File: config.mk
export PLATFORM = sky130hd
export DESIGN_NAME = fspc_top
export DESIGN_NICKNAME = d
export VERILOG_FILES = /design/src/core/fspc_pkg.sv /design/src/core/fspc_top.sv
export SDC_FILE = /design/constraint.sdc
export NUM_CORES = 1
export LEC_CHECK = 0
export BUFFER_PORTS_ARGS = -buffer_cell sky130_fd_sc_hd__buf_2
export CORE_ASPECT_RATIO = 2
export CORE_MARGIN = 2
export CORE_UTILIZATION = 56
export CTS_CLUSTER_SIZE = 40
export DETAILED_ROUTE_END_ITERATION = 10
export HOLD_SLACK_MARGIN = 0.12
export PLACE_DENSITY_LB_ADDON = 0.2
export SLEW_MARGIN = 30
export SYNTH_ARGS = -nofsm -noshare
export SYNTH_HDL_FRONTEND = slang
export SYNTH_SLANG_ARGS = --single-unit
export TNS_END_PERCENT = 5
File: constraint.sdc
create_clock -name aclk -period 6.7 [get_ports aclk]
set_input_delay 0.335 -clock aclk [delete_from_list [all_inputs] [get_ports aclk]]
set_output_delay 0.335 -clock aclk [all_outputs]
set_load 0.02 [all_outputs]
File: src/core/fspc_pkg.sv
// Purpose: Shared constants for the flash self-program control block.
// Assumes: 32-bit AXI4-Lite register access, 20 MHz system clock.
// Notes:   Offsets of the bus registers are local to this block.
package fspc_pkg;

  // ----------------------------------------------------------------------
  // Register offsets
  // ----------------------------------------------------------------------
  localparam logic [7:0] CTRL_OFS   = 8'h00;
  localparam logic [7:0] PTR_OFS    = 8'h04;
  localparam logic [7:0] DATA_OFS   = 8'h08;
  localparam logic [7:0] INSTR_OFS  = 8'h0c;
  localparam logic [7:0] RESULT_OFS = 8'h10;
  localparam logic [7:0] LOCK_OFS   = 8'h14;

  // ----------------------------------------------------------------------
  // Control field positions
  // ----------------------------------------------------------------------
  localparam int IRQ_EN_BIT  = 7;
  localparam int BUSY_BIT    = 6;
  localparam int SIG_BIT     = 5;
  localparam int RE_BIT      = 4;
  localparam int LOCK_BIT    = 3;
  localparam int PGWR_BIT    = 2;
  localparam int PGER_BIT    = 1;
  localparam int EN_BIT      = 0;

  // ----------------------------------------------------------------------
  // Command patterns of the lower five bits
  // ----------------------------------------------------------------------
  localparam logic [4:0] CMD_SIG   = 5'h11;
  localparam logic [4:0] CMD_RE    = 5'h11 ^ 5'h00 ^ 5'h00 ^ 5'h00 ^ 5'h00 ^ 5'h00 ^ 5'h00 ^ 5'h11 ^ 5'h11;
  localparam logic [4:0] CMD_LOCK  = 5'h09;
  localparam logic [4:0] CMD_PGWR  = 5'h05;
  localparam logic [4:0] CMD_PGER  = 5'h03;
  localparam logic [4:0] CMD_FILL  = 5'h01;

  // ----------------------------------------------------------------------
  // Reset values and timing
  // ----------------------------------------------------------------------
  localparam logic [7:0] CTRL_RESET     = 8'h00;
  localparam logic [7:0] LOCK_RESET     = 8'hff;
  localparam logic [7:0] FUSE_RESET     = 8'hff;
  localparam logic [7:0] SIG_VALUE      = 8'h5a; // Arbitrary value.
  localparam logic [2:0] STORE_WINDOW   = 3'h4;
  localparam logic [2:0] LOAD_WINDOW    = 3'h3;
  localparam int         CLK_MHZ        = 20;
  localparam int         PROG_TIME_US   = 4000;
  localparam int         PROG_CYCLES    = PROG_TIME_US * CLK_MHZ;
  localparam logic [7:0] BLOCKING_BOOT_SECTION_FIRST_PG  = 8'he0;
  localparam logic [1:0] RESP_OKAY      = 2'h0;
  localparam logic [1:0] RESP_SLVERR    = 2'h2;

  typedef enum logic [1:0] {
    FSPC_IDLE,
    FSPC_ARMED,
    FSPC_PROG
  } fspc_state_t;

endpackage

File: src/core/fspc_top.sv
// Purpose: Flash self-program control and status, reached over AXI4-Lite.
// Assumes: Software issues store and load instructions through a register.
// Notes:   The flash array itself is outside; this block times the commands.
//
// Notes on behaviour
// - Ready interrupt requested while irq enable and global flag set, enable clear.
// - Erase or write to concurrent section sets busy; section blocked meanwhile.
// - Busy clears on read-enable store after programming, or on buffer fill.
// - Signature command then load within three cycles returns signature byte.
// - Store within four cycles of signature command does nothing.
// - Read-enable needs idle flash; store within four cycles; refused while busy.
// - Writing read-enable during buffer fill aborts it and discards buffer.
// - Lock command then store within four cycles programs locks from R0.
// - Lock command bit clears after programming or four idle cycles.
// - Lock command then load within three cycles returns lock or fuse by Z0.
// - Page-write command then store writes buffer into page from upper Z.
// - Page-write bit clears on completion or after four idle cycles.
// - Erase or write to boot section halts the core for its whole length.
// - Page-erase command then store erases page from upper Z.
// - Page-erase bit clears on completion or after four idle cycles.
// - Enable alone then store puts R1:R0 into buffer word at Z, ignoring Z0.
// - Enable lasts four cycles, clears after store or expiry, held during programming.
// - Any other lower five bit pattern does nothing.
//
// The register offsets and register access over AXI4-Lite were decided locally.
`timescale 1ns/100ps

module fspc_top #(
  parameter int PROG_CYCLES = fspc_pkg::PROG_CYCLES
) (
  // Clock and reset
  input  wire logic        aclk,
  input  wire logic        aresetn,
  // AXI4-Lite write address and data
  input  wire logic [7:0]  s_axi_awaddr,
  input  wire logic        s_axi_awvalid,
  output logic             s_axi_awready,
  input  wire logic [31:0] s_axi_wdata,
  input  wire logic [3:0]  s_axi_wstrb,
  input  wire logic        s_axi_wvalid,
  output logic             s_axi_wready,
  // AXI4-Lite write response
  output logic [1:0]       s_axi_bresp,
  output logic             s_axi_bvalid,
  input  wire logic        s_axi_bready,
  // AXI4-Lite read
  input  wire logic [7:0]  s_axi_araddr,
  input  wire logic        s_axi_arvalid,
  output logic             s_axi_arready,
  output logic [31:0]      s_axi_rdata,
  output logic [1:0]       s_axi_rresp,
  output logic             s_axi_rvalid,
  input  wire logic        s_axi_rready,
  // System side
  input  wire logic        global_irq_flag,
  output logic             store_ready_irq,
  output logic             core_halt,
  output logic             concurrent_section_busy
);

  typedef struct packed {
    logic                   awready;
    logic                   wready;
    logic                   aw_have;
    logic                   w_have;
    logic [7:0]             awaddr;
    logic [31:0]            wdata;
    logic [3:0]             wstrb;
    logic                   bvalid;
    logic [1:0]             bresp;
    logic                   arready;
    logic                   rvalid;
    logic [31:0]            rdata;
    logic [1:0]             rresp;
    logic [7:0]             ctrl;
    fspc_pkg::fspc_state_t  state;
    logic [2:0]             win;
    logic [31:0]            prog_cnt;
    logic                   prog_busy_sec;
    logic                   fill_active;
    logic [15:0]            zptr;
    logic [15:0]            r1r0;
    logic [7:0]             result;
    logic [7:0]             lock_bits;
    logic [7:0]             fuse_bits;
    logic [7:0]             page_q;
    logic [127:0]           buf_valid;
    logic                   irq;
    logic                   halt;
  } fspc_regs_t;

  fspc_regs_t r_q;
  fspc_regs_t r_d;

  logic [15:0] page_buf [0:127];

  // ----------------------------------------------------------------------
  // Helpers
  // ----------------------------------------------------------------------
  function automatic logic [31:0] merge(input logic [31:0] old, input logic [31:0] nw,
                                        input logic [3:0] strb);
    logic [31:0] res;
    res = old;
    for (int i = 0; i < 4; i++) begin
      if (strb[i]) begin
        res[i*8 +: 8] = nw[i*8 +: 8];
      end
    end
    return res;
  endfunction

  function automatic logic is_boot_page(input logic [15:0] z);
    return z[15:8] >= fspc_pkg::BLOCKING_BOOT_SECTION_FIRST_PG;
  endfunction

  logic        wr_fire;
  logic [31:0] wr_val;
  logic        store_go;
  logic        load_go;
  logic [4:0]  cmd;

  // ----------------------------------------------------------------------
  // Next state
  // ----------------------------------------------------------------------
  always_comb begin
    r_d      = r_q;
    wr_fire  = 1'b0;
    wr_val   = 32'h0000_0000;
    store_go = 1'b0;
    load_go  = 1'b0;
    cmd      = r_q.ctrl[4:0];

    // Address and data are taken in either order; the response follows both.
    if (s_axi_awvalid && r_q.awready) begin
      r_d.aw_have = 1'b1;
      r_d.awaddr  = s_axi_awaddr;
      r_d.awready = 1'b0;
    end
    if (s_axi_wvalid && r_q.wready) begin
      r_d.w_have = 1'b1;
      r_d.wdata  = s_axi_wdata;
      r_d.wstrb  = s_axi_wstrb;
      r_d.wready = 1'b0;
    end
    if (r_q.aw_have && r_q.w_have && !r_q.bvalid) begin
      wr_fire     = 1'b1;
      r_d.aw_have = 1'b0;
      r_d.w_have  = 1'b0;
      r_d.bvalid  = 1'b1;
      r_d.bresp   = fspc_pkg::RESP_OKAY;
    end
    if (r_q.bvalid && s_axi_bready) begin
      r_d.bvalid  = 1'b0;
      r_d.awready = 1'b1;
      r_d.wready  = 1'b1;
    end

    // Window countdown; expiry drops every command bit.
    if (r_q.state == fspc_pkg::FSPC_ARMED) begin
      if (r_q.win == 3'h1) begin
        r_d.ctrl[5:0] = 6'h00;
        r_d.state     = fspc_pkg::FSPC_IDLE;
        r_d.win       = 3'h0;
      end else begin
        r_d.win = r_q.win - 3'h1;
      end
    end

    // Programming timer; enable stays high until it ends.
    if (r_q.state == fspc_pkg::FSPC_PROG) begin
      if (r_q.prog_cnt == 32'h0000_0001) begin
        r_d.state    = fspc_pkg::FSPC_IDLE;
        r_d.ctrl[2:0] = 3'h0;
        r_d.halt     = 1'b0;
        r_d.prog_cnt = 32'h0000_0000;
        if (r_q.ctrl[fspc_pkg::PGWR_BIT]) begin
          r_d.fill_active = 1'b0;
          r_d.buf_valid   = '0;
        end
      end else begin
        r_d.prog_cnt = r_q.prog_cnt - 32'h0000_0001;
      end
    end

    if (wr_fire) begin
      wr_val = merge(32'h0000_0000, r_q.wdata, r_q.wstrb);
      case (r_q.awaddr)
        fspc_pkg::CTRL_OFS: begin
          r_d.ctrl[fspc_pkg::IRQ_EN_BIT] = wr_val[7];
          if (r_q.state == fspc_pkg::FSPC_IDLE) begin
            // Only the five documented patterns arm a window.
            if (wr_val[4:0] == fspc_pkg::CMD_SIG || wr_val[4:0] == fspc_pkg::CMD_RE ||
                wr_val[4:0] == fspc_pkg::CMD_LOCK || wr_val[4:0] == fspc_pkg::CMD_PGWR ||
                wr_val[4:0] == fspc_pkg::CMD_PGER || wr_val[4:0] == fspc_pkg::CMD_FILL) begin
              r_d.ctrl[5:0] = {wr_val[5] & wr_val[0], wr_val[4:0]};
              r_d.state     = fspc_pkg::FSPC_ARMED;
              r_d.win       = fspc_pkg::STORE_WINDOW;
            end
          end
          if (wr_val[fspc_pkg::RE_BIT] && r_q.fill_active) begin
            r_d.fill_active = 1'b0;
            r_d.buf_valid   = '0;
          end
        end
        fspc_pkg::PTR_OFS:  r_d.zptr = wr_val[15:0];
        fspc_pkg::DATA_OFS: r_d.r1r0 = wr_val[15:0];
        fspc_pkg::INSTR_OFS: begin
          store_go = wr_val[0];
          load_go  = wr_val[1];
        end
        fspc_pkg::LOCK_OFS, fspc_pkg::RESULT_OFS: begin
        end
        default: r_d.bresp = fspc_pkg::RESP_SLVERR;
      endcase
    end

    // Load instruction: three-cycle window for the read commands.
    if (load_go && r_q.state == fspc_pkg::FSPC_ARMED && r_q.win > 3'h1) begin
      if (r_q.ctrl[fspc_pkg::SIG_BIT]) begin
        r_d.result = fspc_pkg::SIG_VALUE;
      end else if (r_q.ctrl[fspc_pkg::LOCK_BIT]) begin
        r_d.result = r_q.zptr[0] ? r_q.fuse_bits : r_q.lock_bits;
      end
    end

    // Store instruction within the four-cycle window.
    if (store_go && r_q.state == fspc_pkg::FSPC_ARMED) begin
      r_d.win = 3'h0;
      if (r_q.ctrl[fspc_pkg::SIG_BIT]) begin
        r_d.ctrl[5:0] = 6'h00;
        r_d.state     = fspc_pkg::FSPC_IDLE;
      end else if (r_q.ctrl[4:0] == fspc_pkg::CMD_FILL) begin
        r_d.ctrl[0]     = 1'b0;
        r_d.state       = fspc_pkg::FSPC_IDLE;
        r_d.fill_active = 1'b1;
        r_d.buf_valid[r_q.zptr[7:1]] = 1'b1;
        r_d.prog_busy_sec = 1'b0;
      end else if (r_q.ctrl[4:0] == fspc_pkg::CMD_LOCK) begin
        r_d.lock_bits = r_q.lock_bits & r_q.r1r0[7:0];
        r_d.ctrl[5:0] = 6'h00;
        r_d.state     = fspc_pkg::FSPC_IDLE;
      end else if (r_q.ctrl[4:0] == fspc_pkg::CMD_RE) begin
        r_d.prog_busy_sec = 1'b0;
        r_d.ctrl[5:0]     = 6'h00;
        r_d.state         = fspc_pkg::FSPC_IDLE;
      end else begin
        // Page erase or page write: address latched, halt or busy set; program state until timer ends.
        r_d.page_q   = r_q.zptr[15:8];
        r_d.state    = fspc_pkg::FSPC_PROG;
        // A store in the last window cycle must not let the expiry drop the command.
        r_d.ctrl[5:0] = r_q.ctrl[5:0];
        r_d.prog_cnt = PROG_CYCLES;
        if (is_boot_page(r_q.zptr)) begin
          r_d.halt = 1'b1;
        end else begin
          r_d.prog_busy_sec = 1'b1;
        end
      end
    end

    // Register reads; the busy flag shows in bit six.
    if (s_axi_arvalid && r_q.arready) begin
      r_d.arready = 1'b0;
      r_d.rvalid  = 1'b1;
      r_d.rresp   = fspc_pkg::RESP_OKAY;
      case (s_axi_araddr)
        fspc_pkg::CTRL_OFS:
          r_d.rdata = {24'h000000, r_q.ctrl[7], r_q.prog_busy_sec, r_q.ctrl[5:0]};
        fspc_pkg::PTR_OFS:    r_d.rdata = {16'h0000, r_q.zptr};
        fspc_pkg::DATA_OFS:   r_d.rdata = {16'h0000, r_q.r1r0};
        fspc_pkg::INSTR_OFS:  r_d.rdata = 32'h0000_0000;
        fspc_pkg::RESULT_OFS: r_d.rdata = {24'h000000, r_q.result};
        fspc_pkg::LOCK_OFS:   r_d.rdata = {16'h0000, r_q.fuse_bits, r_q.lock_bits};
        default: begin
          r_d.rdata = 32'h0000_0000;
          r_d.rresp = fspc_pkg::RESP_SLVERR;
        end
      endcase
    end
    if (r_q.rvalid && s_axi_rready) begin
      r_d.rvalid  = 1'b0;
      r_d.arready = 1'b1;
    end

    r_d.irq = r_d.ctrl[fspc_pkg::IRQ_EN_BIT] & global_irq_flag &
              ~r_d.ctrl[fspc_pkg::EN_BIT];
  end

  // ----------------------------------------------------------------------
  // Registers
  // ----------------------------------------------------------------------
  always_ff @(posedge aclk) begin
    if (!aresetn) begin
      r_q           <= '0;
      r_q.awready   <= 1'b1;
      r_q.wready    <= 1'b1;
      r_q.arready   <= 1'b1;
      r_q.ctrl      <= fspc_pkg::CTRL_RESET;
      r_q.state     <= fspc_pkg::FSPC_IDLE;
      r_q.lock_bits <= fspc_pkg::LOCK_RESET;
      r_q.fuse_bits <= fspc_pkg::FUSE_RESET;
    end else begin
      r_q <= r_d;
    end
  end

  // The buffer word store is kept out of the state struct to stay an array.
  always_ff @(posedge aclk) begin
    if (store_go && r_q.state == fspc_pkg::FSPC_ARMED &&
        r_q.ctrl[4:0] == fspc_pkg::CMD_FILL && !r_q.ctrl[fspc_pkg::SIG_BIT]) begin
      page_buf[r_q.zptr[7:1]] <= r_q.r1r0;
    end
  end

  assign s_axi_awready           = r_q.awready;
  assign s_axi_wready            = r_q.wready;
  assign s_axi_bresp             = r_q.bresp;
  assign s_axi_bvalid            = r_q.bvalid;
  assign s_axi_arready           = r_q.arready;
  assign s_axi_rdata             = r_q.rdata;
  assign s_axi_rresp             = r_q.rresp;
  assign s_axi_rvalid            = r_q.rvalid;
  assign store_ready_irq         = r_q.irq;
  assign core_halt               = r_q.halt;
  assign concurrent_section_busy = r_q.prog_busy_sec;

endmodule

==> flow_summary.ini <==
[flow_run]
cap_violations = 0

[final_layout]
fin_nets = 932
layout-area-overhead-vs-synth_pct = 11.0
final_cell_count_no_fill = 1026
drive_gt1_share_pct = 13.2
diodes = 0
final_cell_area_mm2 = 0.00738

[synth]
synth-compound-area-share_pct = 15.7
synthTopCellsByCount = 147 x dfxtp_1, 143 x nor2_1, 101 x nand2_1
synth_fa_ha_area_share_pct = 0.753
synth.distinct_cells = 56
synthMuxAreaShare_pct = 1.37
synthFlopType = dfxtp_1
async_reset_ff_share_pct = 0
synth-simple-area-share_pct = 26.4
yosysMostFrequentCell = dfxtp_1
netlist_instances = 840
synth_xor_area_share_pct = 3.95
synth_top_cell_area_share_pct = 44.3
ys_warn_count = 0
yosysTopAreaCell = dfxtp_1
synth_top_family_by_area = simple AND/OR/NAND/NOR gates
seq_area_frac_synth_pct = 44.3
yosys_register_bits = 147
syn_avg_cell_area_um2 = 7.92
synth-edff-count = 0
ys_top_cells_by_area = dfxtp_1 44%, nor2_1 8.1%, a21oi_1 7.5%
syn_area_mm2 = 0.00665

[worst_setup_path]
worst_setup_path_end_kind = flip-flop
cp_slowest_cell = or3_1
reg2reg_slack_ns = 3.88
cp-start-kind = flip-flop
path_cells = or4_4 > or3b_4 > nor4b_1 > or3_1 > nor2_1
criticalPathCategory = reg2reg
cp_data_required_time_ns = 6.97
cp_slowest_stage_delay_ns = 0.76
arrival_ns = 3.09
path_buf_inv = 0
path_delay_family = simple AND/OR/NAND/NOR gates
cp_max_fo = 26

[placed_design]
place_hpwl_mm = 11.8
placed_cells = 993
dpl_cell_area_mm2 = 0.00682
gp_congestion = 0.885
pre_cts_slack_ns = 3.94
portBuffers = 68

[detailed_routing]
post_drt_via_cell_ratio = 5.79
post-route-drc-count = 0
ant_nets = 0
routed_wl_mm = 16.3
drtIter0Drc = 360
drtPass1Iterations = 6
post_drt_wl_per_cell_um = 15.9
num_vias = 5944

[timing]
clock.fmax_mhz = 354
rsz0062_at_grt = false
worstMarginPinSlew_ns = 0.929
hold_viol_final = 0
finalCritPeriodShare_pct = 42.1
timing.final.crit_period_ns = 2.82
setup_tns_ns = 0
setup-violations-final = 0
finalWorstSetupSlack_ns = 3.88
relSlewSlack_pct = 38.1
skew_ns = 0.00810
drv_slew = 0

[global_routing]
grt_pass1_wl_mm = 26.0
grt_max_degree = 93
antenna_found_initial = 0
grt_usage_pct = 26.5
grt_pass1_vias = 5519
gr-total-overflow = 0

[die]
num_rows = 56
initial_core_util_pct = 57.2
core_area_mm2 = 0.0116
die_y_um = 158
ios = 104
die_x_um = 81.1
fp.dieArea_mm2 = 0.0128

[clocking]
h-tree-depth = 4
cts_setup_buffers = 0
cts_sinks = 147
clk_pin_slew_ns = 0.06
cts_made_buffers = 17
cts_tree = built
clk_latency_ns = 0.42
clockRootBuffer = clkbuf_16
clk_path_buf_depth = 2

[worst_hold_path]
hold_path.class = in2reg

[pwr]
finalPower_uw = 1890
ir_worst_vdd_uv = 217
powerDensity_mw_per_mm2 = 256
leakagePower_uw = 0.00287

[status]
outcome = finished clean
## sequential cells by signal (all words and copies together) (netlist names), named ones only
| signal | count |
|---|---|
| s_axi_bresp | 1 |
| store_ready_irq | 1 |
| s_axi_bvalid | 1 |
| s_axi_rdata | 16 |
| s_axi_wready | 1 |
| r_q | 115 |
| s_axi_arready | 1 |
| concurrent_section_busy | 1 |
| s_axi_awready | 1 |
| core_halt | 1 |
| cmd | 5 |
| s_axi_rvalid | 1 |
| s_axi_rresp | 1 |
## routing by layer
metal  vias up  global-route usage [%]  wire length [µm]
met5         -                       0                 0
met4         0                    14.9               793
met3        49                    5.07               623
met2       186                    49.8              9130
met1      2800                    26.0              5770
li1       2909                       -                 -
## through the flow
stage / utilization [%] / hold slack, ns
global route: 63.5 / 0.159
finish: 63.5 / 0.152
floorplan: - / 0.432
detailed placement: 58.6 / 0.450
global placement: 58.6 / 0.439
CTS: 63.4 / 0.141
## layout make-up
cell class / count / area [µm²]
clock inverter: 11 / 105
clock buffer: 21 / 440
tap: 145 / 181
fill: 1031 / 4250
sequential: 147 / 2940
inverter: 10 / 37.5
multi-input combinational: 617 / 3280
timing repair buffer: 75 / 395
## layout by cell type, fill, tap and decap left out, drive strengths merged, types with 5 or more instances in the layout
master / instances
mux2i: 8
o21ai: 32
clkbuf: 21
o22a: 9
buf: 74
nand2: 101
and3: 5
nand4: 12
nor3: 24
and2: 6
xor2: 7
nor4: 16
inv: 12
nor2b: 5
or4: 5
a21oi: 100
dfxtp: 147
nor2: 143
nand3: 25
a22oi: 16
or3: 9
xnor2: 23
nor4b: 6
nand2b: 5
conb: 17
a31oi: 5
## what timing repair did
action                                 CTS  global route
hold buffers                             1             0
endpoints found under the hold margin    1             0
resized for setup                        0             0
## worst min-delay path, cell delays in order
cell     delay, ns
buf_2         0.10
nand2_1       0.04
a21oi_1       0.05
## power by group
group	total [µW]	switching, µW	internal, µW
registers	905	14.2	891
clock network	877	365	512
logic	107	73.9	32.7
## kinds of logic (layout without fill, tap and decap cells)
group,after synthesis,count (layout)
AO/OA/AOI/OAI,181,181
XOR/XNOR,30,30
adder cells (fa/ha/maj),4,4
buffers and inverters,92,117
flip-flops,147,147
multiplexers,9,9
other,1,17
AND/OR/NAND/NOR,376,376
## final timing paths
path | start | to | cells past startpoint
worst min register to register | r_q[299]$_SDFFE_PN0P_ | r_q[299]$_SDFFE_PN0P_ | 2
worst max-delay path | r_q[220]$_SDFF_PN0_ | r_q[213]$_SDFF_PN0_ | 5
worst min-delay path | s_axi_wdata[15] | r_q[299]$_SDFFE_PN0P_ | 3
worst max register to register | r_q[220]$_SDFF_PN0_ | r_q[213]$_SDFF_PN0_ | 5
Note: power is estimated with default switching activity, not from simulation.
